$ cat src/verilog/port_power_cfg.svh
// How it works
// each downstream port uses one two-way pin for power switching and fault sense
// in ganged mode one shared pin powers and senses all downstream ports
// ganged mode is chosen by a configuration bit loaded from outside
// a fault on the shared pin marks every downstream port as overcurrent
// the board ties every external power switch to the shared pin when ganged
// individual mode is the mode after reset
// power off: pin driven low and its pull-up switched off
// power on: driver released and pull-up enabled, pin acts open-drain
// the external switch pulls the pin low on overcurrent
// a low pin level reads as a fault; the released driver does not disturb it
// the sensed level is filtered so power-up transients do not trip detection
// while a port is powered its pin is sampled every sampling period
// consecutive low samples lasting the single-pulse width flag overcurrent
// two separate low groups inside the double-pulse window flag overcurrent
// single-pulse width is four bits, 1 ms steps, 0 to 15 ms, default 0101
// double-pulse window is eight bits in 1 ms steps, default 14h
// for the lockout time after power-on the pin is ignored
// lockout time is eight bits in 1 ms steps, default 0Ah
// software never programs window or lockout to zero
// window opens at the first low group; expiry drops the pending pulse
// fixed prescaler makes the 1 ms tick; timers restart at power-on
`ifndef PORT_POWER_CFG_SVH
`define PORT_POWER_CFG_SVH

`define PP_NUM_PORTS        6
`define PP_NUM_SENSE        7

// register indices; byte address is four times the index
`define PP_IDX_LOCKOUT      14'h30E1
`define PP_IDX_MIN_WIDTH    14'h30EA
`define PP_IDX_WINDOW       14'h30EB
`define PP_IDX_CONTROL      14'h30F0
`define PP_IDX_STATUS       14'h30F1
`define PP_IDX_PIN_LEVEL    14'h30F2

`define PP_RST_LOCKOUT      8'h0A
`define PP_RST_MIN_WIDTH    4'h5
`define PP_RST_WINDOW       8'h14

`define PP_CTRL_PWR_LSB     0
`define PP_CTRL_GANG_BIT    8

// millisecond timebase
`define PP_TICK_NS          1000000
`define PP_CLK_NS           4
`define PP_TICK_CYCLES      (`PP_TICK_NS / `PP_CLK_NS)

`endif

$ cat src/verilog/port_power_pkg.sv
package port_power_pkg;

	typedef logic [5:0] port_vec_t;

	typedef enum logic [1:0] {
		BUS_IDLE = 2'b01,
		BUS_DATA = 2'b10
	} bus_state_t;

endpackage

$ cat src/verilog/port_oc_detector.sv
`timescale 1ns/1ps
`default_nettype none
`include "port_power_cfg.svh"

module port_oc_detector (
	// clock and reset
	input  wire logic       clk_sys,
	input  wire logic       resetn,
	// timebase and control
	input  wire logic       ms_tick,
	input  wire logic       power_on,
	input  wire logic       pin_low,
	// timing settings
	input  wire logic [3:0] min_width,
	input  wire logic [7:0] window,
	input  wire logic [7:0] lockout,
	// one-cycle fault pulse
	output logic            oc_event
);

	logic       power_q;
	logic       power_rise;
	logic [7:0] lock_q;
	logic [3:0] low_cnt_q;
	logic       prev_low_q;
	logic       pending_q;
	logic [7:0] win_q;
	logic       sample_en;
	logic       single_hit;
	logic       new_group;
	logic       double_hit;

	assign power_rise = power_on & ~power_q;
	// samples only count once the lockout has run out
	assign sample_en  = ms_tick & power_on & ~power_rise & (lock_q == 8'h00);
	assign single_hit = sample_en & pin_low & (low_cnt_q == min_width);
	assign new_group  = sample_en & pin_low & ~prev_low_q;
	assign double_hit = new_group & pending_q;

	always_ff @(posedge clk_sys or negedge resetn) begin
		if (!resetn) begin
			power_q <= 1'b0;
		end else begin
			power_q <= power_on;
		end
	end

	// a zero lockout would open sensing at once; software keeps it nonzero
	always_ff @(posedge clk_sys or negedge resetn) begin
		if (!resetn) begin
			lock_q <= 8'h00;
		end else if (!power_on) begin
			lock_q <= 8'h00;
		end else if (power_rise) begin
			lock_q <= lockout;
		end else if (ms_tick && lock_q != 8'h00) begin
			lock_q <= lock_q - 8'h01;
		end
	end

	// saturating run length of low samples
	always_ff @(posedge clk_sys or negedge resetn) begin
		if (!resetn) begin
			low_cnt_q  <= 4'h0;
			prev_low_q <= 1'b0;
		end else if (!power_on || power_rise) begin
			low_cnt_q  <= 4'h0;
			prev_low_q <= 1'b0;
		end else if (sample_en) begin
			prev_low_q <= pin_low;
			if (!pin_low) begin
				low_cnt_q <= 4'h0;
			end else if (low_cnt_q != 4'hF) begin
				low_cnt_q <= low_cnt_q + 4'h1;
			end
		end
	end

	always_ff @(posedge clk_sys or negedge resetn) begin
		if (!resetn) begin
			pending_q <= 1'b0;
			win_q     <= 8'h00;
		end else if (!power_on || power_rise) begin
			pending_q <= 1'b0;
			win_q     <= 8'h00;
		end else if (double_hit || single_hit) begin
			pending_q <= 1'b0;
		end else if (new_group) begin
			pending_q <= 1'b1;
			win_q     <= window;
		end else if (ms_tick && pending_q) begin
			if (win_q <= 8'h01) begin
				pending_q <= 1'b0;
			end
			win_q <= win_q - 8'h01;
		end
	end

	always_ff @(posedge clk_sys or negedge resetn) begin
		if (!resetn) begin
			oc_event <= 1'b0;
		end else begin
			oc_event <= single_hit | double_hit;
		end
	end
endmodule
`default_nettype wire

$ cat src/verilog/port_power_overcurrent_control.sv
// Decided for this implementation: register access over AHB-Lite.
`timescale 1ns/1ps
`default_nettype none
`include "port_power_cfg.svh"

module port_power_overcurrent_control #(
	parameter int TICK_CYCLES = `PP_TICK_CYCLES
) (
	// clock and reset
	input  wire logic        clk_sys,
	input  wire logic        resetn,
	// ahb-lite slave
	input  wire logic        hsel,
	input  wire logic [31:0] haddr,
	input  wire logic [1:0]  htrans,
	input  wire logic        hwrite,
	input  wire logic [2:0]  hsize,
	input  wire logic [31:0] hwdata,
	input  wire logic        hready,
	output logic      [31:0] hrdata,
	output logic             hreadyout,
	output logic             hresp,
	// per-port power and sense pins
	input  wire logic [5:0]  port_power_sense_pin_i,
	output logic      [5:0]  port_power_sense_pin_o,
	output logic      [5:0]  port_power_sense_pin_oe_n,
	output logic      [5:0]  port_power_sense_pullup_en,
	// shared pin for ganged mode
	input  wire logic        shared_power_sense_pin_i,
	output logic             shared_power_sense_pin_o,
	output logic             shared_power_sense_pin_oe_n,
	output logic             shared_power_sense_pullup_en
);

	// ************************************************************
	// declarations
	// ************************************************************
	port_power_pkg::bus_state_t bus_q;
	logic [13:0]                idx_q;
	logic                       wr_q;
	logic                       take;
	logic [7:0]                 lockout_q;
	logic [3:0]                 min_width_q;
	logic [7:0]                 window_q;
	port_power_pkg::port_vec_t  port_pwr_q;
	logic                       gang_q;
	port_power_pkg::port_vec_t  oc_status_q;
	port_power_pkg::port_vec_t  oc_set;
	port_power_pkg::port_vec_t  oc_clr;
	logic [6:0]                 pin_q1;
	logic [6:0]                 pin_q2;
	logic [6:0]                 pin_low;
	logic [6:0]                 power_on;
	logic [6:0]                 oc_event;
	logic [17:0]                presc_q;
	logic                       tick_q;
	port_power_pkg::port_vec_t  pwr_eff;
	logic                       shared_pwr;
	logic                       wr_now;
	logic [31:0]                rd_data;

	// ************************************************************
	// ahb-lite slave, one wait state on every transfer
	// ************************************************************
	assign take   = hsel & htrans[1] & hready;
	assign wr_now = (bus_q == port_power_pkg::BUS_DATA) & wr_q;

	always_ff @(posedge clk_sys or negedge resetn) begin
		if (!resetn) begin
			bus_q     <= port_power_pkg::BUS_IDLE;
			idx_q     <= 14'h0000;
			wr_q      <= 1'b0;
			hreadyout <= 1'b1;
		end else begin
			case (bus_q)
				port_power_pkg::BUS_IDLE: begin
					if (take) begin
						bus_q     <= port_power_pkg::BUS_DATA;
						idx_q     <= haddr[15:2];
						wr_q      <= hwrite;
						hreadyout <= 1'b0;
					end
				end
				port_power_pkg::BUS_DATA: begin
					bus_q     <= port_power_pkg::BUS_IDLE;
					hreadyout <= 1'b1;
				end
				default: begin
					bus_q     <= port_power_pkg::BUS_IDLE;
					hreadyout <= 1'b1;
				end
			endcase
		end
	end

	// only the okay response is ever given
	always_ff @(posedge clk_sys or negedge resetn) begin
		if (!resetn) begin
			hresp <= 1'b0;
		end else begin
			hresp <= 1'b0;
		end
	end

	always_comb begin
		rd_data = 32'h0000_0000;
		case (idx_q)
			`PP_IDX_LOCKOUT:   rd_data = {24'h00_0000, lockout_q};
			`PP_IDX_MIN_WIDTH: rd_data = {28'h000_0000, min_width_q};
			`PP_IDX_WINDOW:    rd_data = {24'h00_0000, window_q};
			`PP_IDX_CONTROL:   rd_data = {23'h00_0000, gang_q, 2'h0, port_pwr_q};
			`PP_IDX_STATUS:    rd_data = {26'h000_0000, oc_status_q};
			`PP_IDX_PIN_LEVEL: rd_data = {25'h000_0000, pin_low};
			default:           rd_data = 32'h0000_0000;
		endcase
	end

	always_ff @(posedge clk_sys or negedge resetn) begin
		if (!resetn) begin
			hrdata <= 32'h0000_0000;
		end else if (bus_q == port_power_pkg::BUS_DATA && !wr_q) begin
			hrdata <= rd_data;
		end
	end

	// ************************************************************
	// timing registers
	// ************************************************************
	always_ff @(posedge clk_sys or negedge resetn) begin
		if (!resetn) begin
			lockout_q   <= `PP_RST_LOCKOUT;
			min_width_q <= `PP_RST_MIN_WIDTH;
			window_q    <= `PP_RST_WINDOW;
		end else if (wr_now) begin
			if (idx_q == `PP_IDX_LOCKOUT) begin
				lockout_q <= hwdata[7:0];
			end
			if (idx_q == `PP_IDX_MIN_WIDTH) begin
				min_width_q <= hwdata[3:0];
			end
			if (idx_q == `PP_IDX_WINDOW) begin
				window_q <= hwdata[7:0];
			end
		end
	end

	// ************************************************************
	// control: port power and mode select
	// ************************************************************
	// the gang bit stands in for the externally loaded configuration
	always_ff @(posedge clk_sys or negedge resetn) begin
		if (!resetn) begin
			port_pwr_q <= 6'h00;
			gang_q     <= 1'b0;
		end else if (wr_now && idx_q == `PP_IDX_CONTROL) begin
			port_pwr_q <= hwdata[`PP_CTRL_PWR_LSB +: 6];
			gang_q     <= hwdata[`PP_CTRL_GANG_BIT];
		end
	end

	// ganged: any power bit powers the shared line, port pins stay off
	assign shared_pwr = gang_q & (|port_pwr_q);
	assign pwr_eff    = gang_q ? 6'h00 : port_pwr_q;

	// ************************************************************
	// pin drivers
	// ************************************************************
	// power off drives a hard low with no pull-up; power on lets go
	always_ff @(posedge clk_sys or negedge resetn) begin
		if (!resetn) begin
			port_power_sense_pin_o     <= 6'h00;
			port_power_sense_pin_oe_n  <= 6'h00;
			port_power_sense_pullup_en <= 6'h00;
		end else begin
			port_power_sense_pin_o     <= 6'h00;
			port_power_sense_pin_oe_n  <= pwr_eff;
			port_power_sense_pullup_en <= pwr_eff;
		end
	end

	always_ff @(posedge clk_sys or negedge resetn) begin
		if (!resetn) begin
			shared_power_sense_pin_o     <= 1'b0;
			shared_power_sense_pin_oe_n  <= 1'b0;
			shared_power_sense_pullup_en <= 1'b0;
		end else begin
			shared_power_sense_pin_o     <= 1'b0;
			shared_power_sense_pin_oe_n  <= shared_pwr;
			shared_power_sense_pullup_en <= shared_pwr;
		end
	end

	// ************************************************************
	// sense filtering
	// ************************************************************
	// two-cycle agreement rejects single-cycle glitches on the
	// slow-ramping line; the millisecond sampling does the rest
	always_ff @(posedge clk_sys or negedge resetn) begin
		if (!resetn) begin
			pin_q1 <= 7'h7F;
			pin_q2 <= 7'h7F;
		end else begin
			pin_q1 <= {shared_power_sense_pin_i, port_power_sense_pin_i};
			pin_q2 <= pin_q1;
		end
	end

	// low only when both samples agree; own driver is released while sensing
	assign pin_low = ~pin_q1 & ~pin_q2;

	// ************************************************************
	// millisecond timebase
	// ************************************************************
	always_ff @(posedge clk_sys or negedge resetn) begin
		if (!resetn) begin
			presc_q <= 18'h00000;
			tick_q  <= 1'b0;
		end else if (presc_q == 18'(TICK_CYCLES - 1)) begin
			presc_q <= 18'h00000;
			tick_q  <= 1'b1;
		end else begin
			presc_q <= presc_q + 18'h00001;
			tick_q  <= 1'b0;
		end
	end

	// ************************************************************
	// detectors: six ports plus the shared line
	// ************************************************************
	assign power_on = {shared_pwr, pwr_eff};

	generate
		for (genvar i = 0; i < `PP_NUM_SENSE; i++) begin : g_det
			port_oc_detector u_det (
				.clk_sys   (clk_sys),
				.resetn    (resetn),
				.ms_tick   (tick_q),
				.power_on  (power_on[i]),
				.pin_low   (pin_low[i]),
				.min_width (min_width_q),
				.window    (window_q),
				.lockout   (lockout_q),
				.oc_event  (oc_event[i])
			);
		end
	endgenerate

	// ************************************************************
	// overcurrent status, write one to clear
	// ************************************************************
	assign oc_set = oc_event[5:0] | {6{oc_event[6]}};
	assign oc_clr = (wr_now && idx_q == `PP_IDX_STATUS) ? hwdata[5:0] : 6'h00;

	// a fault arriving with its clear still sets the bit
	always_ff @(posedge clk_sys or negedge resetn) begin
		if (!resetn) begin
			oc_status_q <= 6'h00;
		end else begin
			oc_status_q <= (oc_status_q & ~oc_clr) | oc_set;
		end
	end
endmodule
`default_nettype wire

$ cat config.mk
export PLATFORM = sky130hd
export DESIGN_NAME = port_power_overcurrent_control
export DESIGN_NICKNAME = d
export VERILOG_FILES = /design/src/verilog/port_power_pkg.sv /design/src/verilog/port_oc_detector.sv /design/src/verilog/port_power_overcurrent_control.sv
export VERILOG_INCLUDE_DIRS = /design/src /design/src/verilog
export SDC_FILE = /design/constraint.sdc
export NUM_CORES = 1
export LEC_CHECK = 0
export BUFFER_PORTS_ARGS = -buffer_cell sky130_fd_sc_hd__buf_2
export CORE_MARGIN = 5
export CORE_UTILIZATION = 55
export CTS_CLUSTER_DIAMETER = 80
export DETAILED_ROUTE_END_ITERATION = 10
export PLACE_DENSITY = 0.8
export RECOVER_POWER = 50
export SYNTH_ARGS = -nofsm -noshare
export SYNTH_HDL_FRONTEND = slang
export SYNTH_SLANG_ARGS = --single-unit
export TNS_END_PERCENT = 5
$ cat constraint.sdc
create_clock -name clk_sys -period 2.6 [get_ports clk_sys]
set_input_delay 0.52 -clock clk_sys [delete_from_list [all_inputs] [get_ports clk_sys]]
set_output_delay 0.52 -clock clk_sys [all_outputs]
set_load 0.01 [all_outputs]
# [Yosys cells after proc, flatten, opt, wreduce, memory -nomap -nowiden]
# Index checks and enable logic that the tools add are counted.
[word_totals] register_bits=290 in_bits=81 output_inout_bits=55 elab_cells=476
[classes] add_sub_neg=22 n_lt_le_gt_ge=7 n_eq_ne=45 muxes=135 bitwise=95 n_reduce_logical=107
[op_table] op="8-bit 2-to-1 mux" count=49
[op_table] op="4-bit 2-to-1 mux" count=28
[op_table] op="8-bit by 1-bit subtractor with 8-bit output (second input constant)" count=14
[op_table] op="14-bit == test (second input constant)" count=6
[op_table] op="1-bit AND" count=60
[op_table] op="8-bit by 1-bit <= comparator with 1-bit output (second input constant)" count=7
[op_table] op="8-bit logical NOT" count=7
[op_table] op="4-bit nonzero test" count=14
[op_table] op="8-bit nonzero test" count=7
[op_table] op="9-bit case mux with 6 select lines" count=1
[op_table] op="1-bit 2-to-1 mux" count=52
[op_table] op="2-bit AND reduction" count=25
[op_table] op="3-bit by 1-bit inequality test with 1-bit output (second input constant)" count=13
[op_table] op="4-bit by 1-bit adder with 4-bit output (second input constant)" count=7
[op_table] op="4-bit == test" count=7
[op_table] op="4-bit inequality test (second input constant)" count=7
[op_table] op="1-bit inverter" count=21
[op_table] op="3-bit nonzero test" count=7
[op_table] op="18-bit by 1-bit adder with 18-bit output (second input constant)" count=1
[op_table] op="18-bit == test (second input constant)" count=1
[op_table] op="18-bit 2-to-1 mux" count=1
[op_table] op="1-bit logical AND" count=17
[op_table] op="1-bit logical OR" count=14
[op_table] op="2-bit by 1-bit inequality test with 1-bit output (second input constant)" count=7
[op_table] op="15 further kinds" count=38

# [Depth between registers and ports, before layout]
# Gate-level depths: netlist of run 1.
[depth] ltp_word=12 depth_mapped=9 mapped_depth_nobuf=7

# [By module]
# Synthesis of run 1 repeated with hierarchy kept, for this count alone.
[hier_totals] hier_cells=1553 hier_area_um2=15899.0
[modules_own_cells] module="port_oc_detector" n_inst=7 cells_each=169 area_per_inst_um2=1626.6 seq_area_each_um2=600.6
[modules_own_cells] module="port_power_overcurrent_control" n_inst=1 cells_each=370 area_per_inst_um2=4513.1 seq_area_each_um2=2503.7

# [Least setup slack after synthesis of run 1]
# OpenSTA, ideal clock, no wires.
[synth_timing] path_kind="flip-flop to flip-flop" startpoint="reg g_det[2].u_det.lock_q[0]" endpoint="reg g_det[2].u_det.win_q[7]" setup_ns=0.142 arrival_time_ns=2.185 t_required_ns=2.458 path_slack_ns=0.273 stages_incl_launch_ff=10 path_buffers=2 synth_period_minus_slack_ns=2.327 path_cell_list="dfrtp_1 > inv_1 > ha_1 > or4b_2 > clkbuf_1 > nor4_1 > clkbuf_1 > nor3_1 > o21ai_0 > o21ai_0"
[synth_between] elab_chain_cells=8 word_cells_on_any_way=13 classes_between="1 x eq/ne; 3 x mux; 5 x bitwise; 4 x reduce/logical"
[synth_rtl] item="from (decl)" line="port_oc_detector.sv:23" text="logic [7:0] lock_q;"
[synth_rtl] item="from (signal assigned)" line="port_oc_detector.sv:55" text="lock_q <= lockout;"
[synth_rtl] item="from (signal assigned)" line="port_oc_detector.sv:57" text="lock_q <= lock_q - 8'h01;"
[synth_rtl] item="8-bit logical NOT (*)" line="port_oc_detector.sv:35" text="assign sample_en = ms_tick & power_on & ~power_rise & (lock_q == 8'h00);"
[synth_rtl] item="1-bit AND (*)" line="port_oc_detector.sv:35"
[synth_rtl] item="1-bit AND (*)" line="port_oc_detector.sv:36, port_oc_detector.sv:37"
[synth_rtl] item="1-bit AND" line="port_oc_detector.sv:37" text="assign new_group = sample_en & pin_low & ~prev_low_q;"
[synth_rtl] item="1-bit AND" line="port_oc_detector.sv:38" text="assign double_hit = new_group & pending_q;"
[synth_rtl] item="1-bit logical OR" line="port_oc_detector.sv:86" text="end else if (double_hit || single_hit) begin"
[synth_rtl] item="2-bit by 1-bit inequality test with 1-bit output (no source line)"
[synth_rtl] item="2-bit AND reduction (no source line)"
[synth_rtl] item="to (signal assigned)" line="port_oc_detector.sv:90" text="win_q <= window;"
[synth_rtl] item="to (signal assigned)" line="port_oc_detector.sv:95" text="win_q <= win_q - 8'h01;"
[synth_rtl] item="to (decl)" line="port_oc_detector.sv:27" text="logic [7:0] win_q;"
# Every way passes the cells marked *; elsewhere a longest branch is shown, timed or not. The select of a mux whose other input is x is not followed.
# A chain may end at the register's enable or synchronous reset.

# [Final worst setup path of run 1]
[layout_timing] startpoint="reg tick_q" endpoint="reg g_det[1].u_det.win_q[3]"
[layout_between] elab_chain_cells=9 word_cells_on_any_way=15 classes_between="1 x eq/ne; 3 x mux; 7 x bitwise; 4 x reduce/logical"
[layout_rtl] item="from (decl)" line="port_power_overcurrent_control.sv:56" text="logic tick_q;"
[layout_rtl] item="from (signal assigned)" line="port_power_overcurrent_control.sv:217" text="tick_q <= 1'b0;"
[layout_rtl] item="from (signal assigned)" line="port_power_overcurrent_control.sv:220" text="tick_q <= 1'b1;"
[layout_rtl] item="from (signal assigned)" line="port_power_overcurrent_control.sv:223" text="tick_q <= 1'b0;"
[layout_rtl] item="1-bit AND (3 in a row)" line="port_oc_detector.sv:35"
[layout_rtl] item="1-bit AND" line="port_oc_detector.sv:36, port_oc_detector.sv:37"
[layout_rtl] item="1-bit AND" line="port_oc_detector.sv:37"
[layout_rtl] item="1-bit AND" line="port_oc_detector.sv:38"
[layout_rtl] item="1-bit logical OR" line="port_oc_detector.sv:86"
[layout_rtl] item="2-bit by 1-bit inequality test with 1-bit output (no source line)"
[layout_rtl] item="2-bit AND reduction (no source line)"
[layout_rtl] item="to (signal assigned)" line="port_oc_detector.sv:90"
[layout_rtl] item="to (signal assigned)" line="port_oc_detector.sv:95"
[layout_rtl] item="to (decl)" line="port_oc_detector.sv:27"
# Several ways; a longest one is shown, not always the timed one. The select of a mux whose other input is x is not followed.

==> run_results.csv, run 1 <==
group,metric,value,unit
critical_path,cp_max_fo,18,
floorplanning,initial_core_util,55.6,%
global_routing,grt_pass1_vias,12500,
routing,detail-route-antenna-nets,0,
routing,drcViolationCount,0,
hold_path,holdPathStages,1,
routing,vias,13000,
timing,slew_violations,74,
hold_path,worst_hold_startpoint,"port_power_sense_pin_i[3]",
placement,hpwl,27.4,mm
hold_path,hold_path_class,"primary input to register",
placement,gp_congestion,0.918,
layout,drive_above_1_share,16.0,%
layout,fin_nets,1822,
synthesis,netlist_top_cells_count,"dfrtp_1 (239), nor2_1 (146), nand2_1 (141)",
cts,cts_tree,"built",
cts,cts.path.max_buffers,3,
timing,slew_headroom,-22.8,%
synthesis,synthDistinctLibCells,80,
global_routing,antenna_found_initial,0,
power_and_ir_drop,cellLeakagePower,7.24,nW
cts,htree_num_levels,1,
floorplanning,dieArea,30600,um^2
floorplanning,io_pins,136,
timing,fin_crit_sh,95.0,%
critical_path,worstReg2RegStart,"tick_q$_DFF_PN0_",
critical_path,crit_type,"register to register",
critical_path,end_kind,"register",
timing,hold_viol,0,
cts,post_cts_buffers,0,
routing,drt-total-wl,40.4,mm
timing,layout_min_cycle_time,2.47,ns
critical_path,start_kind,"register",
synthesis,synth.most_common_cell,"dfrtp_1",
timing,clock_skew,0.0114,ns
synthesis,syn_area_per_cell,9.17,um^2
critical_path,reg2reg_depth,5,
synthesis,netlist_area,14900,um^2
status,outcome,"complete, but fails checks",
timing,finalSetupTns,0,ns
synthesis,synth-seq-cells,260,
floorplanning,die_w,175,um
hold_path,hold_end,"pin_q1[3]$_DFF_PN1_",
placement,io_buffers,59,
synthesis,synthTopCellsByArea,"dfrtp_1 (40%), dfstp_2 (3.7%), nor2_1 (3.7%)",
cts,cts_buffers,29,
timing,rsz0062_at_grt,"no",
synthesis,ys.flop_type,"dfrtp_1",
global_routing,grt_use_total,25.9,%
critical_path,r2r-end,"g_det[1].u_det.win_q[3]$_DFFE_PN0P_",
layout,diodes,0,
synthesis,ys_async_sr_fraction,100,%
synthesis,postSynthCellCount,1629,
floorplanning,coreArea,26900,um^2
critical_path,arrival,2.93,ns
power_and_ir_drop,peakVddDrop,0.518,mV
cts,clk-insertion-delay-late,0.55,ns
synthesis,ys_seq_area_share,43.7,%
cts,clkTransAtPathRegs,0.06,ns
synthesis,synth_top_cell_area_share,40.0,%
timing,max_freq,0.405,GHz
layout,syn_to_final_growth,12.7,%
status,violations,"capacitance limit, slew limit",
global_routing,grt_max_degree,77,
timing,worst_pin_slew,1.84,ns
critical_path,worst-endpoint-required,3.06,ns
floorplanning,fp.dieH,175,um
critical_path,r2r_slack,0.13,ns
global_routing,grt_pass1_wl,65.1,mm
timing,finalSetupViolCount,0,
power_and_ir_drop,powerDensity,591,nW/um^2
routing,dr.first_iter.drc_count,1299,
synthesis,yosysWarnings,0,
routing,viasPerCell,6.27,
synthesis,yosysTopAreaCell,"dfrtp_1",
cts,cts.sinks,260,
flow_run,drv_cap,1,
floorplanning,rows,60,
routing,wl_per_cell,19.6,um
synthesis,synth-edff-count,0,
global_routing,grt_overflow,0,
layout,fin_util,62.7,%
cts,root_buffer,"clkbuf_16",
routing,dr.pass1.iters,6,
-- flip-flops by register name, summed over array words and instances, names as in the netlist, 7 cells and up --
signal	count
window_q	8
g_det.u_det.prev_low_q	7
hrdata	9
pin_q2	7
presc_q	18
idx_q	14
g_det.u_det.pending_q	7
g_det.u_det.oc_event	7
pin_q1	7
lockout_q	8
g_det.u_det.low_cnt_q	28
g_det.u_det.lock_q	56
g_det.u_det.win_q	56
-- worst max-delay path, stage by stage (launching register included) --
cell	delay [ns]
dfrtp_2	0.67
or4b_2	0.66
o311ai_0	0.38
o31ai_2	0.16
or2_2	0.34
o21ai_0	0.17
-- cells in the final DEF (no fill, tap or decap), drive strengths merged, types with 7 or more instances in the layout --
| cell | Yosys | layout |
|---|---|---|
| a211o | 8 | 8 |
| a211oi | 39 | 39 |
| a21oi | 97 | 97 |
| a22oi | 12 | 12 |
| a31oi | 21 | 21 |
| a41oi | 8 | 8 |
| and2 | 8 | 8 |
| and3 | 12 | 12 |
| buf | 62 | 133 |
| clkbuf | 59 | 43 |
| conb | 1 | 31 |
| dfrtp | 239 | 239 |
| dfstp | 21 | 21 |
| ha | 36 | 36 |
| inv | 52 | 52 |
| mux2 | 30 | 30 |
| mux2i | 32 | 32 |
| nand2 | 141 | 141 |
| nand2b | 21 | 21 |
| nand3 | 59 | 59 |
| nand3b | 12 | 12 |
| nand4 | 15 | 15 |
| nor2 | 146 | 146 |
| nor2b | 15 | 15 |
| nor3 | 74 | 74 |
| nor3b | 12 | 12 |
| nor4 | 45 | 45 |
| o211ai | 11 | 11 |
| o21ai | 114 | 114 |
| o22ai | 9 | 9 |
| o31ai | 13 | 13 |
| or3 | 18 | 18 |
| or3b | 11 | 11 |
| or4 | 20 | 20 |
| or4b | 7 | 7 |
| xnor2 | 48 | 48 |
| xor2 | 29 | 29 |
-- routing by layer --
metal / GRT usage (%) / wire length (um) / up-vias
met5: 0 / 0 / -
met4: 13.8 / 2290 / 0
met3: 4.82 / 3500 / 158
met2: 40.1 / 18100 / 569
met1: 34.6 / 16500 / 6235
li1: - / - / 6007
-- logic make-up (layout without fill, tap and decap cells) --
group                    after synthesis  after routing  share of synthesized area, %
AND/OR/NAND/NOR                      641            641                          22.5
AO/OA/AOI/OAI                        379            379                          16.2
flip-flops                           260            260                          43.7
buffers and inverters                173            241                          5.58
XOR/XNOR                              77             77                          4.51
multiplexers                          62             62                          4.40
adder cells (fa/ha/maj)               36             36                          3.01
other                                  1             31                        0.0251
-- power breakdown --
part           switching [W]  internal [W]
combinational       0.000578      0.000360
clock                0.00170       0.00288
sequential          0.000211       0.00422
-- timing repair --
item | CTS | global route
endpoints found under the hold margin | 66 | 0
endpoints found under the setup margin | 0 | 2
resized for setup | 0 | 3
hold buffers | 1 | 0
-- through the flow --
step                hold WS (ns)  power, W  setup WS, ns  cells  instance area, um^2
global placement           0.371   0.00537         0.228   2014                15800
detailed placement         0.373   0.00541         0.184   2014                15800
floorplan                  0.224   0.00505         0.273   1659                15100
CTS                       0.0460    0.0100         0.134   2068                16800
global route              0.0582    0.0103       0.00820   2068                16800
finish                    0.0735   0.00995         0.131   2068                16800
-- layout make-up --
class | instances | area (um^2)
fill | 2163 | 10000
multi-input combinational | 1226 | 7700
sequential | 260 | 6530
timing repair buffer | 136 | 911
clock buffer | 41 | 861
tap | 341 | 427
clock inverter | 12 | 213
inverter | 52 | 195
-- worst max-delay path by stage --
stage / start / end / slack, ns / cells after the start
6_report: tick_q$_DFF_PN0_ / g_det[1].u_det.win_q[3]$_DFFE_PN0P_ / 0.13 / 5
5_1_grt: g_det[3].u_det.lock_q[0]$_DFFE_PN0P_ / g_det[3].u_det.win_q[0]$_DFFE_PN0P_ / 0.008 / 7
4_1_cts: g_det[1].u_det.lock_q[0]$_DFFE_PN0P_ / g_det[1].u_det.win_q[0]$_DFFE_PN0P_ / 0.13 / 8
3_5_place_dp: g_det[2].u_det.lock_q[0]$_DFFE_PN0P_ / g_det[2].u_det.win_q[6]$_DFFE_PN0P_ / 0.18 / 7
3_3_place_gp: g_det[2].u_det.lock_q[0]$_DFFE_PN0P_ / g_det[2].u_det.win_q[7]$_DFFE_PN0P_ / 0.23 / 7
2_1_floorplan: g_det[2].u_det.lock_q[0]$_DFFE_PN0P_ / g_det[2].u_det.win_q[7]$_DFFE_PN0P_ / 0.27 / 9
Power figures use the tool's default switching activity.
==> inputs of run 2 (changes only) <==
--- a/config.mk
+++ b/config.mk
@@ -8,11 +8,12 @@
 export LEC_CHECK = 0
 export BUFFER_PORTS_ARGS = -buffer_cell sky130_fd_sc_hd__buf_2
 export CORE_MARGIN = 5
-export CORE_UTILIZATION = 55
+export CORE_UTILIZATION = 33
 export CTS_CLUSTER_DIAMETER = 80
 export DETAILED_ROUTE_END_ITERATION = 10
-export PLACE_DENSITY = 0.8
+export PLACE_DENSITY = 0.54
 export RECOVER_POWER = 50
+export SETUP_SLACK_MARGIN = 0.2
 export SYNTH_ARGS = -nofsm -noshare
 export SYNTH_HDL_FRONTEND = slang
 export SYNTH_SLANG_ARGS = --single-unit
==> run_results.csv, run 2 (synthesized netlist as in run 1, its figures left out) <==
group,metric,value,unit
timing,fin_crit_sh,93.2,%
placement,io_buffers,59,
critical_path,crit_buf_inv,1,
layout,largestRegisters,"g_det.u_det.lock_q (56), g_det.u_det.win_q (56), g_det.u_det.low_cnt_q (28)",
critical_path,reg2reg_depth,7,
timing,max_freq,0.413,GHz
cts,cts_tree,"built",
cts,post_cts_buffers,0,
power_and_ir_drop,peakVddDrop,0.395,mV
floorplanning,rows,78,
timing,finalSetupViolCount,0,
power_and_ir_drop,p_int,0.00748,W
floorplanning,fp.dieH,223,um
power_and_ir_drop,cellLeakagePower,7.34,nW
global_routing,antenna_found_initial,0,
power_and_ir_drop,powerDensity,580,nW/um^2
layout,syn_to_final_growth,16.3,%
power_and_ir_drop,combinationalPowerShare,9.6,%
floorplanning,dieArea,49600,um^2
critical_path,path_depth,7,
critical_path,crit_type,"register to register",
layout,diodes,0,
cts,root_buffer,"clkbuf_16",
status,outcome,"complete, but fails checks",
layout,final_cell_mix,"dfrtp_1 (238), nor2_1 (146), nand2_1 (140)",
critical_path,start_kind,"register",
timing,layout_min_cycle_time,2.42,ns
timing,slew_headroom,-43.5,%
routing,dr.first_iter.drc_count,963,
critical_path,path_common_cell,"a21oi_1",
timing,slew_violations,73,
critical_path,cp_top_family,"simple AND/OR/NAND/NOR gates",
power_and_ir_drop,power,0.0101,W
critical_path,arrival,2.86,ns
placement,hpwl,30.9,mm
flow_run,drv_cap,1,
floorplanning,initial_core_util,33.1,%
timing,finalSetupTns,0,ns
global_routing,grt_use_total,17.3,%
floorplanning,io_pins,136,
timing,worst_pin_slew,2.15,ns
cts,htree_num_levels,2,
critical_path,end_kind,"register",
routing,vias,12800,
layout,drive_above_1_share,16.7,%
critical_path,cp_max_fo,8,
global_routing,grt_overflow,0,
global_routing,grt_pass1_wl,69.6,mm
placement,gp_congestion,0.858,
floorplanning,die_w,223,um
hold_path,worst_hold_startpoint,"port_power_sense_pin_i[4]",
status,violations,"capacitance limit, slew limit",
cts,cts.sinks,260,
routing,drt-total-wl,43.9,mm
critical_path,worstReg2RegStart,"g_det[3].u_det.lock_q[0]$_DFFE_PN0P_",
power_and_ir_drop,switching_share,25.8,%
cts,cts_buffers,34,
floorplanning,coreArea,45100,um^2
critical_path,path_cells,"inv_1, ha_1, or3b_2, nor3_1, a21oi_1, a21oi_1, mux2i_1",
hold_path,holdPathStages,1,
cts,clkTransAtPathRegs,0.06,ns
hold_path,hold_path_class,"primary input to register",
timing,hold_viol,0,
routing,wl_per_cell,18.7,um
critical_path,crit_start,"g_det[3].u_det.lock_q[0]$_DFFE_PN0P_",
timing,rsz0062_at_grt,"yes",
critical_path,worst-endpoint-required,3.04,ns
cts,clk-insertion-delay-late,0.53,ns
routing,viasPerCell,5.44,
global_routing,grt_max_degree,78,
critical_path,slowest_delay,0.52,ns
layout,fin_nets,1842,
global_routing,grt_pass1_vias,12400,
routing,detail-route-antenna-nets,0,
timing,clock_skew,0.0291,ns
critical_path,critical_path.slowest_cell,"or3b_2",
power_and_ir_drop,pwr-share-clk,46.6,%
power_and_ir_drop,p_sw,0.00260,W
layout,layout_commonest_cell,"dfrtp_1",
routing,drcViolationCount,0,
routing,dr.pass1.iters,5,
power_and_ir_drop,p_seq_share,43.8,%
cts,cts.path.max_buffers,3,
==> run 2: final timing paths <==
check	to	slack, ns
max in group asynchronous	pin_q2[2]$_DFF_PN1_	0.47
worst max register to register	g_det[3].u_det.win_q[0]$_DFFE_PN0P_	0.18
min in group asynchronous	idx_q[2]$_DFFE_PN0P_	0.63
worst min register to register	pin_q2[1]$_DFF_PN1_	0.39
worst max-delay path	g_det[3].u_det.win_q[0]$_DFFE_PN0P_	0.18
worst min-delay path	pin_q1[4]$_DFF_PN1_	0.1
==> run 2: repair_timing <==
action / in CTS / in global routing
setup endpoints to repair: 13 / 65
hold buffers: 0 / 0
gates resized for setup: 3 / 7
cloned: 0 / 1
==> run 2: power by group through the flow <==
stage | clock network (W) | registers (W) | logic [W]
floorplan | 0 | 0.00440 | 0.000653
global placement | 0 | 0.00448 | 0.000961
detailed placement | 0 | 0.00448 | 0.000974
CTS | 0.00482 | 0.00441 | 0.000979
global route | 0.00499 | 0.00444 | 0.00109
finish | 0.00470 | 0.00441 | 0.000972
==> run 2: routing by layer <==
layer  part of all wire (%)  global-route usage, %  vias up
li1                       -                      -     6040
met1                     46                   24.5     6332
met2                     45                   27.6      331
met3                    5.7                   2.75       74
met4                    2.5                   4.72        0
met5                      0                      0        -
==> run 2: through the flow <==
step / area (um^2) / cells / util [%] / hold WS (ns) / setup WS (ns)
6_report: 17400 / 2349 / 38.6 / 0.0972 / 0.177
5_1_grt: 17400 / 2349 / 38.6 / 0.0818 / 0.0350
3_3_place_gp: 16300 / 2288 / 36.1 / 0.372 / 0.165
4_1_cts: 17400 / 2348 / 38.6 / 0.0108 / 0.184
3_5_place_dp: 16300 / 2288 / 36.1 / 0.373 / 0.122
2_1_floorplan: 15100 / 1659 / - / 0.224 / 0.273
==> run 2: cell type report <==
type / count / area [um^2]
Fill cell: 4541 / 27700
Multi-Input combinational cell: 1226 / 7730
Sequential cell: 260 / 6530
Timing Repair Buffer: 151 / 1060
Clock buffer: 50 / 972
Tap cell: 600 / 751
Inverter: 52 / 195
Clock inverter: 10 / 138
==> inputs of run 3 (changes only) <==
--- a/config.mk
+++ b/config.mk
@@ -8,12 +8,13 @@
 export LEC_CHECK = 0
 export BUFFER_PORTS_ARGS = -buffer_cell sky130_fd_sc_hd__buf_2
 export CORE_MARGIN = 5
-export CORE_UTILIZATION = 33
+export CORE_UTILIZATION = 46
 export CTS_CLUSTER_DIAMETER = 80
 export DETAILED_ROUTE_END_ITERATION = 10
-export PLACE_DENSITY = 0.54
+export PLACE_DENSITY = 0.69
 export RECOVER_POWER = 50
 export SETUP_SLACK_MARGIN = 0.2
+export SLEW_MARGIN = 20
 export SYNTH_ARGS = -nofsm -noshare
 export SYNTH_HDL_FRONTEND = slang
 export SYNTH_SLANG_ARGS = --single-unit
==> run_results.csv, run 3 (synthesized netlist as in run 1, its figures left out) <==
group,metric,value,unit
routing,drt-total-wl,41.0,mm
routing,dr.pass1.iters,6,
floorplanning,dieArea,36200,um^2
global_routing,met2_usage,34.9,%
critical_path,end_kind,"register",
global_routing,grt_max_degree,72,
power_and_ir_drop,pwr-share-clk,44.0,%
critical_path,cp_max_fo,15,
global_routing,met3_usage,2.95,%
cts,cts.sinks,260,
routing,detail-route-antenna-nets,0,
routing,wl_per_cell,18.8,um
floorplanning,initial_core_util,46.3,%
critical_path,r2r_slack,0.19,ns
timing,finalSetupTns,0,ns
cts,post_cts_buffers,0,
power_and_ir_drop,combinationalPowerShare,9.8,%
cts,root_buffer,"clkbuf_16",
global_routing,grt_pass1_wl,65.6,mm
timing,max_freq,0.416,GHz
layout,layout_commonest_cell,"dfrtp_1",
critical_path,start_kind,"register",
timing,slew_headroom,5.21,%
timing,hold_viol,0,
hold_path,worst_hold_startpoint,"shared_power_sense_pin_i",
layout,syn_to_final_growth,13.4,%
critical_path,worstReg2RegStart,"tick_q$_DFF_PN0_",
layout,drive_above_1_share,16.4,%
flow_run,drv_cap,0,
global_routing,grt_use_total,22.1,%
critical_path,crit_type,"register to register",
cts,clk-insertion-delay-late,0.56,ns
floorplanning,io_pins,136,
critical_path,reg2reg_depth,6,
routing,vias,12900,
cts,cts.path.max_buffers,3,
cts,clkTransAtPathRegs,0.06,ns
global_routing,grt_pass1_vias,12300,
cts,cts_tree,"built",
power_and_ir_drop,p_seq_share,46.2,%
hold_path,hold_end,"pin_q1[6]$_DFF_PN1_",
cts,htree_num_levels,1,
status,outcome,"completed",
routing,dr.first_iter.drc_count,1254,
floorplanning,fp.dieH,190,um
placement,gp_congestion,0.882,
timing,timing.hold.ws,0.0593,ns
placement,hpwl,28.3,mm
timing,slew_violations,0,
power_and_ir_drop,p_int,0.00707,W
power_and_ir_drop,powerDensity,564,nW/um^2
layout,final_cell_mix,"dfrtp_1 (238), nor2_1 (146), nand2_1 (141)",
cts,cts_buffers,29,
layout,largestRegisters,"g_det.u_det.lock_q (56), g_det.u_det.win_q (56), g_det.u_det.low_cnt_q (28)",
global_routing,met1_usage,32.3,%
global_routing,grt_overflow,0,
placement,dp_cells,2123,
timing,fin_crit_sh,92.6,%
hold_path,hold_path_class,"primary input to register",
critical_path,r2r-end,"g_det[0].u_det.win_q[6]$_DFFE_PN0P_",
critical_path,worst-endpoint-required,3.02,ns
timing,finalSetupViolCount,0,
timing,clock_skew,0.0251,ns
layout,fin_nets,1830,
timing,layout_min_cycle_time,2.41,ns
timing,rsz0062_at_grt,"yes",
global_routing,busiest_layer,"met2",
placement,io_buffers,59,
timing,worst_pin_slew,1.42,ns
power_and_ir_drop,switching_share,26.1,%
power_and_ir_drop,p_sw,0.00250,W
power_and_ir_drop,cellLeakagePower,7.23,nW
floorplanning,coreArea,32300,um^2
floorplanning,die_w,190,um
routing,drcViolationCount,0,
hold_path,holdPathStages,1,
global_routing,antenna_found_initial,2,
layout,fin_util,52.5,%
critical_path,arrival,2.82,ns
routing,viasPerCell,5.91,
power_and_ir_drop,peakVddDrop,0.560,mV
layout,final_cell_count_no_fill,2180,
floorplanning,rows,66,
run 3: cell types whose count changed in the layout (fill, tap and decap cells not counted), moves of 2 or more:
| cell | before | now |
|---|---|---|
| clkbuf_2 | 3 | 1 |
| buf_6 | 1 | 3 |
| clkbuf_16 | 35 | 29 |
| clkbuf_1 | 14 | 7 |
| buf_12 | 7 | 1 |
| clkinv_2 | 3 | 6 |
| diode_2 | 0 | 2 |
run 3: power by group through the flow:
stage          sequential, W  combinational, W  clock (W)
3_5_place_dp         0.00449          0.000928          0
5_1_grt              0.00444           0.00104    0.00445
3_3_place_gp         0.00448          0.000905          0
2_1_floorplan        0.00440          0.000653          0
6_report             0.00442          0.000933    0.00421
4_1_cts              0.00442          0.000935    0.00427
run 3: worst max-delay path, stage by stage (launching register included):
cell      delay (ns)
dfrtp_2         0.56
buf_4           0.28
nand3b_1        0.26
or4_4           0.56
nor3_4          0.27
nand3b_2        0.24
o21ai_1         0.09
run 3: worst max path at each step:
| stage | startpoint | endpoint | cells past startpoint | slack (ns) |
|---|---|---|---|---|
| final | tick_q$_DFF_PN0_ | g_det[0].u_det.win_q[6]$_DFFE_PN0P_ | 6 | 0.19 |
| after global routing | resetn | g_det[0].u_det.win_q[6]$_DFFE_PN0P_ | 3 | 0.02 |
| after CTS | g_det[2].u_det.lock_q[0]$_DFFE_PN0P_ | g_det[2].u_det.win_q[7]$_DFFE_PN0P_ | 8 | 0.18 |
| after detailed placement | g_det[2].u_det.lock_q[0]$_DFFE_PN0P_ | g_det[2].u_det.win_q[7]$_DFFE_PN0P_ | 7 | 0.15 |
| after global placement | g_det[2].u_det.lock_q[0]$_DFFE_PN0P_ | g_det[2].u_det.win_q[7]$_DFFE_PN0P_ | 7 | 0.20 |
| after floorplan | g_det[2].u_det.lock_q[0]$_DFFE_PN0P_ | g_det[2].u_det.win_q[7]$_DFFE_PN0P_ | 9 | 0.27 |
run 3: layout make-up:
cell class	instances	area [um^2]
Clock inverter	14	160
Sequential cell	260	6530
Antenna cell	2	5.00
Multi-Input combinational cell	1226	7730
Fill cell	2941	15300
Clock buffer	40	817
Timing Repair Buffer	144	956
Tap cell	442	553
Inverter	52	195
run 3: through the flow:
stage                     setup WS, ns  cell area (um^2)  total power (W)
after detailed placement         0.153             15900          0.00541
after floorplan                  0.273             15100          0.00505
final                            0.193             16900          0.00957
after CTS                        0.185             16900          0.00963
after global placement           0.205             15900          0.00539
after global routing            0.0178             16900          0.00993
run 3: timing repair:
action,in CTS,in global routing
hold buffers,1,0
pin swaps,0,0
endpoints found under the hold margin,45,0
endpoints found under the setup margin,14,56
gates resized for setup,2,6
run 3: layer usage:
metal,up-vias,wire [um]
li1,6013,-
met1,6318,18200
met2,475,18800
met3,76,2890
met4,0,1150
met5,-,0
